$ cat src/verilog/bocd_pkg.sv
/*
 * bocd_pkg: shared constants and types for the bit-oriented controller data path.
 * Assumes a single 100 MHz core clock and an Avalon-MM register slave with byte addresses.
 */
`default_nettype none

package bocd_pkg;

	// core clock period and quarter-cycle timing, in picoseconds
	localparam int CLK_PERIOD_PS = 10000;
	localparam int QUARTER_MIN_PS = 62500; // 62.5 ns least quarter
	// least time rounds up to whole core cycles
	localparam int QUARTER_CYCLES = (QUARTER_MIN_PS + CLK_PERIOD_PS - 1) / CLK_PERIOD_PS;

	// data and instruction widths
	localparam int DATA_W = 8;
	localparam int INSTR_W = 16;
	localparam int PADDR_W = 13;
	localparam int NUM_WREGS = 8;

	// instruction classes held in the top three bits
	typedef enum logic [2:0] {
		OP_MOVE = 3'h0,
		OP_ADD = 3'h1,
		OP_AND = 3'h2,
		OP_XOR = 3'h3,
		OP_EXECUTE_INDEXED = 3'h4,
		OP_BRANCH_IF_NONZERO = 3'h5,
		OP_TRANSMIT_LITERAL = 3'h6,
		OP_JUMP_UNCONDITIONAL = 3'h7
	} bocd_op_type;

	// decoded instruction word: class, source, rotate/length, destination
	typedef struct packed {
		bocd_op_type op;
		logic [4:0] src;
		logic [2:0] rl;
		logic [4:0] dst;
	} bocd_instr_type;

	// quarters of the instruction cycle
	typedef enum logic [1:0] {
		QTR_1 = 2'h0,
		QTR_2 = 2'h1,
		QTR_3 = 2'h2,
		QTR_4 = 2'h3
	} bocd_quarter_type;

	// bus use qualifiers driven in the output phase
	typedef struct packed {
		logic select_command;
		logic write_command;
	} bocd_bus_ctl_type;

	// operand codes
	localparam logic [4:0] CODE_AUX = 5'h00;
	localparam logic [4:0] CODE_ADDR_LEFT = 5'h07;
	localparam logic [4:0] CODE_CARRY = 5'h08;
	localparam logic [4:0] CODE_R11 = 5'h09;
	localparam logic [4:0] CODE_ADDR_RIGHT = 5'h0F;
	localparam logic [2:0] WREG_R11_IDX = 3'h7;

	// register map, byte addresses
	localparam logic [3:0] REG_CTRL_ADDR = 4'h0;
	localparam logic [3:0] REG_STATUS_ADDR = 4'h4;
	localparam logic [3:0] REG_DATA_ADDR = 4'h8;
	localparam int CTRL_RUN_BIT = 0;
	localparam logic CTRL_RUN_RESET = 1'h1;
	localparam int STATUS_QTR_LSB = 16;
	localparam int STATUS_CARRY_BIT = 20;
	localparam int STATUS_INDEXED_BIT = 21;
	localparam int DATA_LATCH_LSB = 8;

endpackage : bocd_pkg

`default_nettype wire
$ cat src/verilog/bocd_datapath.sv
/*
 * bocd_datapath: working registers, ALU with carry, rotate/mask/shift/merge logic,
 * I/O latches and four-quarter instruction sequencing of the bit-oriented controller.
 * Assumes program storage answers on instruction_inputs_i within the first quarter,
 * peripherals drive io_bus_lines_i in the first half, and the bench resolves the bus wire.
 */
// Chosen here: the Avalon-MM register port and the register addresses.
`timescale 1ns/1ps
`default_nettype none

module bocd_datapath
	import bocd_pkg::*;
#(
	parameter int QUARTER_LEN = QUARTER_CYCLES // core cycles per quarter
)
(
	input wire logic ref_clk_i,
	input wire logic rst_n_i,
	// program storage side
	output logic [PADDR_W-1:0] program_address_o,
	input wire logic [INSTR_W-1:0] instruction_inputs_i,
	// io bus, three signals for the two-way pins
	input wire logic [DATA_W-1:0] io_bus_lines_i,
	output logic [DATA_W-1:0] io_bus_lines_o,
	output logic io_bus_lines_oe_o,
	output logic select_command_o,
	output logic write_command_o,
	output logic left_bank_select_n_o,
	output logic right_bank_select_n_o,
	output logic master_clock_o,
	// avalon-mm register slave
	input wire logic [3:0] avs_address_i,
	input wire logic avs_read_i,
	input wire logic avs_write_i,
	input wire logic [31:0] avs_writedata_i,
	input wire logic [3:0] avs_byteenable_i,
	output logic [31:0] avs_readdata_o,
	output logic avs_waitrequest_o
);

	// end-around right rotate
	function automatic logic [DATA_W-1:0] rotr(input logic [DATA_W-1:0] v, input logic [2:0] n);
		logic [2*DATA_W-1:0] w;
		w = {v, v} >> n;
		return w[DATA_W-1:0];
	endfunction : rotr

	// low-end mask of a field length, zero meaning all eight bits
	function automatic logic [DATA_W-1:0] len_mask(input logic [2:0] l);
		logic [DATA_W-1:0] m;
		m = (l == 3'h0) ? {DATA_W{1'b1}} : ~({DATA_W{1'b1}} << l);
		return m;
	endfunction : len_mask

	// working register index of an operand code
	function automatic logic [2:0] wreg_idx(input logic [4:0] c);
		logic [2:0] i;
		i = (c == CODE_R11) ? WREG_R11_IDX : c[2:0];
		return i;
	endfunction : wreg_idx

	// pin synchronisers, two flops each
	logic [INSTR_W-1:0] instr_meta_q; // first stage, read only by the second
	logic [INSTR_W-1:0] instr_sync_q;
	logic [DATA_W-1:0] bus_meta_q; // first stage, read only by the second
	logic [DATA_W-1:0] bus_sync_q;

	// sequencer
	bocd_quarter_type qtr_q; // current quarter
	logic [7:0] qcnt_q; // cycles within quarter
	logic run_q; // software run enable
	logic qtr_end; // last cycle of a quarter
	logic cyc_end; // last cycle of an instruction cycle
	logic q3_first; // first cycle of quarter three

	// architectural state
	logic [DATA_W-1:0] wreg_q [NUM_WREGS]; // aux, r1-r6, r11
	logic carry_q; // overflow register
	bocd_instr_type instr_q; // instruction register
	logic [DATA_W-1:0] io_latch_q; // bus input latches
	logic [DATA_W-1:0] io_out_q; // output data flop
	logic [PADDR_W-1:0] addr_q; // address of current instruction
	logic [PADDR_W-1:0] ret_q; // next sequential address
	logic indexed_q; // current instruction came from execute_indexed
	logic left_bank_q; // left bank is the active one
	logic ack_q; // bus slave answer phase
	logic [31:0] rdata_q; // registered read data

	// two-flop synchronisers for every pin input
	always_ff @(posedge ref_clk_i)
	begin
		instr_meta_q <= instruction_inputs_i;
		instr_sync_q <= instr_meta_q;
		bus_meta_q <= io_bus_lines_i;
		bus_sync_q <= bus_meta_q;
	end

	// quarter timing enables
	assign qtr_end = run_q && (qcnt_q == 8'(QUARTER_LEN - 1));
	assign cyc_end = qtr_end && (qtr_q == QTR_4);
	assign q3_first = (qtr_q == QTR_3) && (qcnt_q == 8'h00);

	// quarter counter and quarter state machine
	always_ff @(posedge ref_clk_i)
	begin
		if (!rst_n_i)
		begin
			qcnt_q <= 8'h00;
			qtr_q <= QTR_1;
		end
		else if (qtr_end)
		begin
			qcnt_q <= 8'h00;
			unique case (qtr_q)
				QTR_1: qtr_q <= QTR_2;
				QTR_2: qtr_q <= QTR_3;
				QTR_3: qtr_q <= QTR_4;
				QTR_4: qtr_q <= QTR_1;
			endcase
		end
		else if (run_q)
		begin
			qcnt_q <= qcnt_q + 8'h01;
		end
	end

	// operand decode, continuous selection
	wire bocd_op_type op = instr_q.op;
	wire is_lit = (op == OP_TRANSMIT_LITERAL);
	wire is_alu = (op == OP_MOVE) || (op == OP_ADD) || (op == OP_AND) || (op == OP_XOR);
	wire src_io = !is_lit && instr_q.src[4]; // source is a peripheral
	wire src_right = instr_q.src[3]; // source bank
	wire [4:0] dcode = is_lit ? instr_q.src : instr_q.dst; // literal puts destination in source field
	wire dst_io = (is_alu || is_lit) && dcode[4]; // destination is a peripheral
	wire dst_right = dcode[3]; // destination bank
	wire dst_addr = (is_alu || is_lit) && ((dcode == CODE_ADDR_LEFT) || (dcode == CODE_ADDR_RIGHT));
	wire dst_reg = (is_alu || is_lit) && !dcode[4] && !dst_addr && (dcode != CODE_CARRY);
	wire [2:0] field_len = is_lit ? instr_q.rl : (src_io || dst_io) ? instr_q.rl : 3'h0;

	// source fetch and rotate: register by rl unless the destination is a peripheral, peripheral by low source digit
	wire [DATA_W-1:0] src_raw = src_io ? io_latch_q :
		(instr_q.src == CODE_CARRY) ? DATA_W'(carry_q) : wreg_q[wreg_idx(instr_q.src)];
	wire [2:0] rot_amt = src_io ? instr_q.src[2:0] : (dst_io ? 3'h0 : instr_q.rl);
	wire [DATA_W-1:0] src_rot = rotr(src_raw, rot_amt);
	// masked peripheral input, zeros outside the field
	wire [DATA_W-1:0] operand = src_io ? (src_rot & len_mask(instr_q.rl)) : src_rot;

	// alu against the implicit operand register
	wire [DATA_W:0] sum = {1'b0, operand} + {1'b0, wreg_q[0]};
	logic [DATA_W-1:0] alu_out;
	always_comb
	begin
		unique case (op)
			OP_ADD: alu_out = sum[DATA_W-1:0];
			OP_AND: alu_out = operand & wreg_q[0];
			OP_XOR: alu_out = operand ^ wreg_q[0];
			OP_TRANSMIT_LITERAL: alu_out = dst_io ? DATA_W'(instr_q.dst) : {instr_q.rl, instr_q.dst};
			default: alu_out = operand; // move and control classes
		endcase
	end

	// output shift and merge for a peripheral destination
	wire [2:0] shift_amt = dst_io ? dcode[2:0] : 3'h0;
	wire [DATA_W-1:0] field_mask = len_mask(dst_io ? field_len : 3'h0) << shift_amt;
	wire [DATA_W-1:0] field = (alu_out << shift_amt) & field_mask;
	wire opposite = src_io && dst_io && (src_right != dst_right);
	// merge keeps untouched bits; opposite banks write all eight
	wire [DATA_W-1:0] merged = opposite ? field : ((io_latch_q & ~field_mask) | field);
	wire [DATA_W-1:0] out_data = dst_addr ? alu_out : merged;

	// branch targets
	wire [7:0] lit = src_io ? {3'h0, instr_q.dst} : {instr_q.rl, instr_q.dst};
	wire [PADDR_W-1:0] page8 = {addr_q[PADDR_W-1:8], 8'h00};
	wire [PADDR_W-1:0] page5 = {addr_q[PADDR_W-1:5], 5'h00};
	wire [7:0] xsum = lit + operand;
	wire [PADDR_W-1:0] br_tgt = src_io ? (page5 | PADDR_W'(lit[4:0])) : (page8 | PADDR_W'(lit));
	wire [PADDR_W-1:0] idx_tgt = src_io ? (page5 | PADDR_W'(xsum[4:0])) : (page8 | PADDR_W'(xsum));
	wire taken = (op == OP_JUMP_UNCONDITIONAL) || ((op == OP_BRANCH_IF_NONZERO) && (operand != '0));
	wire [PADDR_W-1:0] jump_tgt = (op == OP_JUMP_UNCONDITIONAL) ? {instr_q.src, instr_q.rl, instr_q.dst} : br_tgt;

	// output phase qualifiers
	wire out_phase = (qtr_q == QTR_3) || (qtr_q == QTR_4);
	bocd_bus_ctl_type bus_ctl;
	assign bus_ctl.select_command = out_phase && dst_addr;
	assign bus_ctl.write_command = out_phase && dst_io && !dst_addr;

	// instruction register, captured end of quarter one
	always_ff @(posedge ref_clk_i)
	begin
		if (!rst_n_i)
		begin
			instr_q <= '0;
		end
		else if (qtr_end && (qtr_q == QTR_1))
		begin
			instr_q <= instr_sync_q;
		end
	end

	// bus input latches: transparent through quarters one and two
	always_ff @(posedge ref_clk_i)
	begin
		if (!rst_n_i)
		begin
			io_latch_q <= '0;
		end
		else if ((qtr_q == QTR_1) || (qtr_q == QTR_2))
		begin
			io_latch_q <= bus_sync_q;
		end
	end

	// output data flop, loaded at the start of quarter three
	always_ff @(posedge ref_clk_i)
	begin
		if (!rst_n_i)
		begin
			io_out_q <= '0;
		end
		else if (q3_first)
		begin
			io_out_q <= out_data;
		end
	end

	// working registers, one generate entry each, written at cycle end
	genvar gi;
	generate
		for (gi = 0; gi < NUM_WREGS; gi++)
		begin : g_wreg
			always_ff @(posedge ref_clk_i)
			begin
				if (!rst_n_i)
				begin
					wreg_q[gi] <= '0;
				end
				else if (cyc_end && dst_reg && (wreg_idx(dcode) == 3'(gi)))
				begin
					wreg_q[gi] <= alu_out;
				end
			end
		end
	endgenerate

	// overflow register follows the add carry
	always_ff @(posedge ref_clk_i)
	begin
		if (!rst_n_i)
		begin
			carry_q <= 1'b0;
		end
		else if (cyc_end && (op == OP_ADD))
		begin
			carry_q <= sum[DATA_W];
		end
	end

	// program address sequencing
	always_ff @(posedge ref_clk_i)
	begin
		if (!rst_n_i)
		begin
			addr_q <= '0;
			ret_q <= PADDR_W'(1);
			indexed_q <= 1'b0;
		end
		else if (cyc_end)
		begin
			if (op == OP_EXECUTE_INDEXED)
			begin
				// fetch one remote instruction, then resume at ret_q
				addr_q <= idx_tgt;
				indexed_q <= 1'b1;
			end
			else if (taken)
			begin
				addr_q <= jump_tgt;
				ret_q <= jump_tgt + PADDR_W'(1);
				indexed_q <= 1'b0;
			end
			else
			begin
				addr_q <= ret_q;
				ret_q <= ret_q + PADDR_W'(1);
				indexed_q <= 1'b0;
			end
		end
	end

	// bank select: source bank in input phase, destination bank in output phase
	always_ff @(posedge ref_clk_i)
	begin
		if (!rst_n_i)
		begin
			left_bank_q <= 1'b1;
		end
		else if (qtr_end && (qtr_q == QTR_1) && instr_sync_q[12] && (instr_sync_q[15:13] != OP_TRANSMIT_LITERAL))
		begin
			left_bank_q <= !instr_sync_q[11];
		end
		else if (qtr_end && (qtr_q == QTR_1) && !instr_sync_q[12] && instr_sync_q[4])
		begin
			left_bank_q <= !instr_sync_q[3]; // register source: latch destination bank
		end
		else if (qtr_end && (qtr_q == QTR_2) && (dst_io || dst_addr))
		begin
			left_bank_q <= !dst_right;
		end
	end

	// pin outputs
	assign program_address_o = addr_q;
	assign io_bus_lines_o = io_out_q;
	assign io_bus_lines_oe_o = out_phase && (dst_io || dst_addr);
	assign select_command_o = bus_ctl.select_command;
	assign write_command_o = bus_ctl.write_command;
	assign left_bank_select_n_o = !left_bank_q;
	assign right_bank_select_n_o = left_bank_q;
	assign master_clock_o = (qtr_q == QTR_4);

	// avalon slave: one wait state, then answer
	wire req = avs_read_i || avs_write_i;
	wire hit_ctrl = (avs_address_i == REG_CTRL_ADDR);
	wire hit_status = (avs_address_i == REG_STATUS_ADDR);
	wire hit_data = (avs_address_i == REG_DATA_ADDR);
	wire [31:0] status_word = (32'(indexed_q) << STATUS_INDEXED_BIT) | (32'(carry_q) << STATUS_CARRY_BIT)
		| (32'(qtr_q) << STATUS_QTR_LSB) | 32'(addr_q);
	wire [31:0] data_word = (32'(io_latch_q) << DATA_LATCH_LSB) | 32'(wreg_q[0]);
	wire [31:0] rd_mux = hit_ctrl ? 32'(run_q) : hit_status ? status_word : hit_data ? data_word : 32'h0000_0000;

	assign avs_waitrequest_o = req && !ack_q;
	assign avs_readdata_o = rdata_q;

	// answer flop and read data capture
	always_ff @(posedge ref_clk_i)
	begin
		if (!rst_n_i)
		begin
			ack_q <= 1'b0;
			rdata_q <= '0;
		end
		else
		begin
			ack_q <= req && !ack_q;
			if (avs_read_i && !ack_q)
			begin
				rdata_q <= rd_mux; // unmapped reads as zero
			end
		end
	end

	// control register: run enable stalls sequencing
	always_ff @(posedge ref_clk_i)
	begin
		if (!rst_n_i)
		begin
			run_q <= CTRL_RUN_RESET;
		end
		else if (avs_write_i && ack_q && hit_ctrl && avs_byteenable_i[0])
		begin
			run_q <= avs_writedata_i[CTRL_RUN_BIT];
		end
	end

endmodule : bocd_datapath

`default_nettype wire

$ cat config.mk
export PLATFORM = sky130hd
export DESIGN_NAME = bocd_datapath
export DESIGN_NICKNAME = d
export VERILOG_FILES = /design/src/verilog/bocd_pkg.sv /design/src/verilog/bocd_datapath.sv
export SDC_FILE = /design/constraint.sdc
export NUM_CORES = 1
export LEC_CHECK = 0
export BUFFER_PORTS_ARGS = -buffer_cell sky130_fd_sc_hd__buf_2
export CAP_MARGIN = 25
export CORE_MARGIN = 4
export CORE_UTILIZATION = 40
export CTS_CLUSTER_DIAMETER = 60
export DETAILED_ROUTE_END_ITERATION = 7
export RECOVER_POWER = 50
export SETUP_SLACK_MARGIN = 0.3
export SYNTH_ARGS = -nofsm -noshare
export SYNTH_HDL_FRONTEND = slang
export SYNTH_SLANG_ARGS = --single-unit
$ cat constraint.sdc
create_clock -name ref_clk_i -period 7.2 [get_ports ref_clk_i]
set_input_delay 1.44 -clock ref_clk_i [delete_from_list [all_inputs] [get_ports ref_clk_i]]
set_output_delay 1.44 -clock ref_clk_i [all_outputs]
set_load 0.01 [all_outputs]
==> reports/summary.txt <==
status: complete, but fails checks
failing checks: max-capacitance violations, max-slew violations
Yosys top cell area share: 0.260
RSZ-0062 raised after global routing: no
fin crit share: 0.824
sequential fraction of the synthesis area: 0.438
Die Ht: 173 um
top sig layer: met4
Clock Latency Late Sink: 0.53 ns
DIE AREA: 29,800 um2
Adder-Cell Fraction of Synth Area: 0.0360
WL met2: 14,700 um
share of cells above drive strength 1: 0.112
cts hold-fix bufs: 0
DRT Wirelength: 33,400 um
crit start category: flop
Synth Register Bits: 205
clock buffer depth: 3
worst path required time: 7.61 ns
Synth Area in Compound Gates: 0.204
Synth top cells by count: 157 x nor2_1, 144 x nand2_1, 141 x dfxtp_1
endpoint class of the critical path: flop
worst slew pin tran: 3.08 ns
# resized after CTS: 0
Top FF cell, synth: dfxtp_1
worst r2r path cells: 20
ANT cells: 0
Setup violations, final: 0
routed length per placed instance: 20.1 um
top cells by area, synth: dfxtp_1 26%, edfxtp_1 18%, nor2_1 5.4%
row cnt: 59
worst hold path class: flop to flop
area leader, netlist: dfxtp_1
Die Wd: 173 um
CTS Buf Count: 25
post-CTS setup buffers: 0
Mean Syn Cell Area: 8.71 um2
CTS tree: built
DR WL met3: 2420 um
# nets final: 1,407
max-slew violation count: 102
Max FO, Critical Path: 20
count leader, synth: nor2_1
I/O pins: 128
fmax: 169 MHz
Clock Skew: 0.0154 ns
1st-iter DRT viols: 1,064
multiplexer share of the synthesized area: 0.0533
Num Clock Sinks: 205
pin count of the biggest net entering global routing: 63
Antenna Nets Post-Route: 0
Yosys warning total: 0
static leakage: 4.75 nW
aggregate global routing overflow: 0
Critical Path AT: 6.34 ns
r2r setup slk: 1.27 ns
Initial Utilization: 0.411
Post-synth EDFFs: 64
XOR/XNOR Fraction of Synth Area: 0.0186
Critical R2R Capture: io_bus_lines_o[7]
worst setup path startpoint: instr_q[12]
CP Capture Point: io_bus_lines_o[7]
pwr dens: 226 nW/um2
Detailed Routing Iterations Pass 1: 5
Worst Hold Depth: 0
synth unique cells: 90
met1 wire length: 15,600 um
Tmin final: 5.93 ns
Reg-to-Reg Start: instr_q[12]
Crit Path Category: flop to flop
Port Buffers: 81
largest family of logic cells by synthesized area: compound AO/OA/AOI/OAI gates
RD Place Congestion: 0.923
antenna violations before repair: 0
Async S/R FF share, synth: 0
H-tree depth: 1
drt via density: 5.82
Via Count: 9,660
DRC viols: 0
number of global-route vias before repair: 8,874
clk slew on worst S/H paths: 0.06 ns
setup TNS: 0 ns
Root Buffer: clkbuf_16
post-synthesis cell count: 1,244
Max VDD drop: 192 uV
Post-Synth Simple-Gate Area: 0.195
Cell Area, Synth: 10,800 um2
max-cap viol count: 2
worst hold slack: 0.321 ns
Core Area: 26,400 um2
Area Overhead vs Synth: 14.1%
GRT Overall Usage: 0.215
HPWL after DPL: 23,600 um
worst relative slew slack: -1.05
Fin. Hold Viols: 0
first-pass GRT wire length: 51,900 um
## per-stage QoR
step | instance area (um2) | power, W | setup slack, ns | util | instances
floorplan | 10900 | 0.00140 | 2.85 | - | 1255
global placement | 11500 | 0.00147 | 1.52 | 0.437 | 1613
detailed placement | 11500 | 0.00147 | 1.47 | 0.438 | 1615
CTS | 12400 | 0.00283 | 1.44 | 0.472 | 1659
global route | 12400 | 0.00290 | 0.895 | 0.469 | 1661
finish | 12400 | 0.00280 | 1.27 | 0.469 | 1661
## state kept, by name (all words and copies together), names as in the netlist, 2 cells and up
signal and cells:
instr_sync_q 16, bus_meta_q 8, avs_readdata_o 20, qtr_q 2, instr_q 13, op 3, io_latch_q 8, program_address_o 13
wreg_q 64, instr_meta_q 16, bus_sync_q 8, ret_q 13, io_bus_lines_o 8, qcnt_q 8
## placed cells by master, fill, tap and decap left out, drive strengths merged, types with 12 or more instances in the layout
cell / synthesis / final
a21oi: 93 / 93
ha: 28 / 28
conb: 1 / 12
clkbuf: 57 / 78
nor2: 158 / 158
xnor2: 13 / 13
a211oi: 21 / 21
nand3: 37 / 37
and3: 12 / 12
nand2: 144 / 144
edfxtp: 64 / 64
dfxtp: 141 / 141
inv: 27 / 30
mux2: 15 / 15
nor3: 36 / 36
a31oi: 22 / 22
o21ai: 86 / 86
clkinv: 4 / 12
a221oi: 18 / 18
mux2i: 36 / 36
buf: 39 / 73
nor2b: 12 / 12
## worst max-delay path: stages (launching register included)
cell,delay [ns]
dfxtp_1,0.83
inv_1,0.37
o22ai_2,0.52
a221oi_1,0.18
a211oi_2,0.44
a2111oi_0,0.19
nor4_1,0.54
inv_1,0.17
ha_1,0.27
fa_1,0.41
a21oi_1,0.16
nor2_1,0.05
nor2_1,0.17
o21ai_0,0.16
nor2b_1,0.17
xnor2_1,0.14
o21ai_0,0.10
o21ai_1,0.42
a21oi_1,0.16
o221ai_1,0.22
a31oi_1,0.11
## logic make-up (layout without fill, tap and decap cells)
group,after synthesis,after routing
and+or+nand+nor,464,464
adders and majority gates,30,30
DFF,205,205
other,1,12
xor gates and xnor gates,23,23
AOI/OAI and AO/OA,341,341
muxes,53,53
buffers and inverters,127,198
## layout make-up
type	count	area, um2
inverters	31	116
well taps	335	419
clock buffers	28	657
flip-flops and latches	205	4740
clock inverters	16	235
repair buffers	123	641
multi-input cells	923	5560
fillers	2548	14000
## worst min-delay path by stage
stage,startpoint,end,slack (ns)
floorplan,bus_meta_q[0],bus_sync_q[0],0.31
global placement,instr_meta_q[5],instr_sync_q[5],0.31
detailed placement,instr_meta_q[14],instr_sync_q[14],0.31
CTS,instr_meta_q[0],instr_sync_q[0],0.32
global route,instr_meta_q[6],instr_sync_q[6],0.33
finish,instr_meta_q[0],instr_sync_q[0],0.32
## power breakdown
group          switching, W  total, W  internal, W
Sequential        0.0000257   0.00125      0.00123
Clock              0.000506   0.00135     0.000842
Combinational      0.000129  0.000200    0.0000705
Total              0.000661   0.00280      0.00214
## layer usage
layer / up-vias / track usage
met5: - / 0
met4: 0 / 0.0472
met3: 48 / 0.0317
met2: 343 / 0.331
met1: 4656 / 0.321
li1: 4613 / -
(Power assumes the default switching activity.)
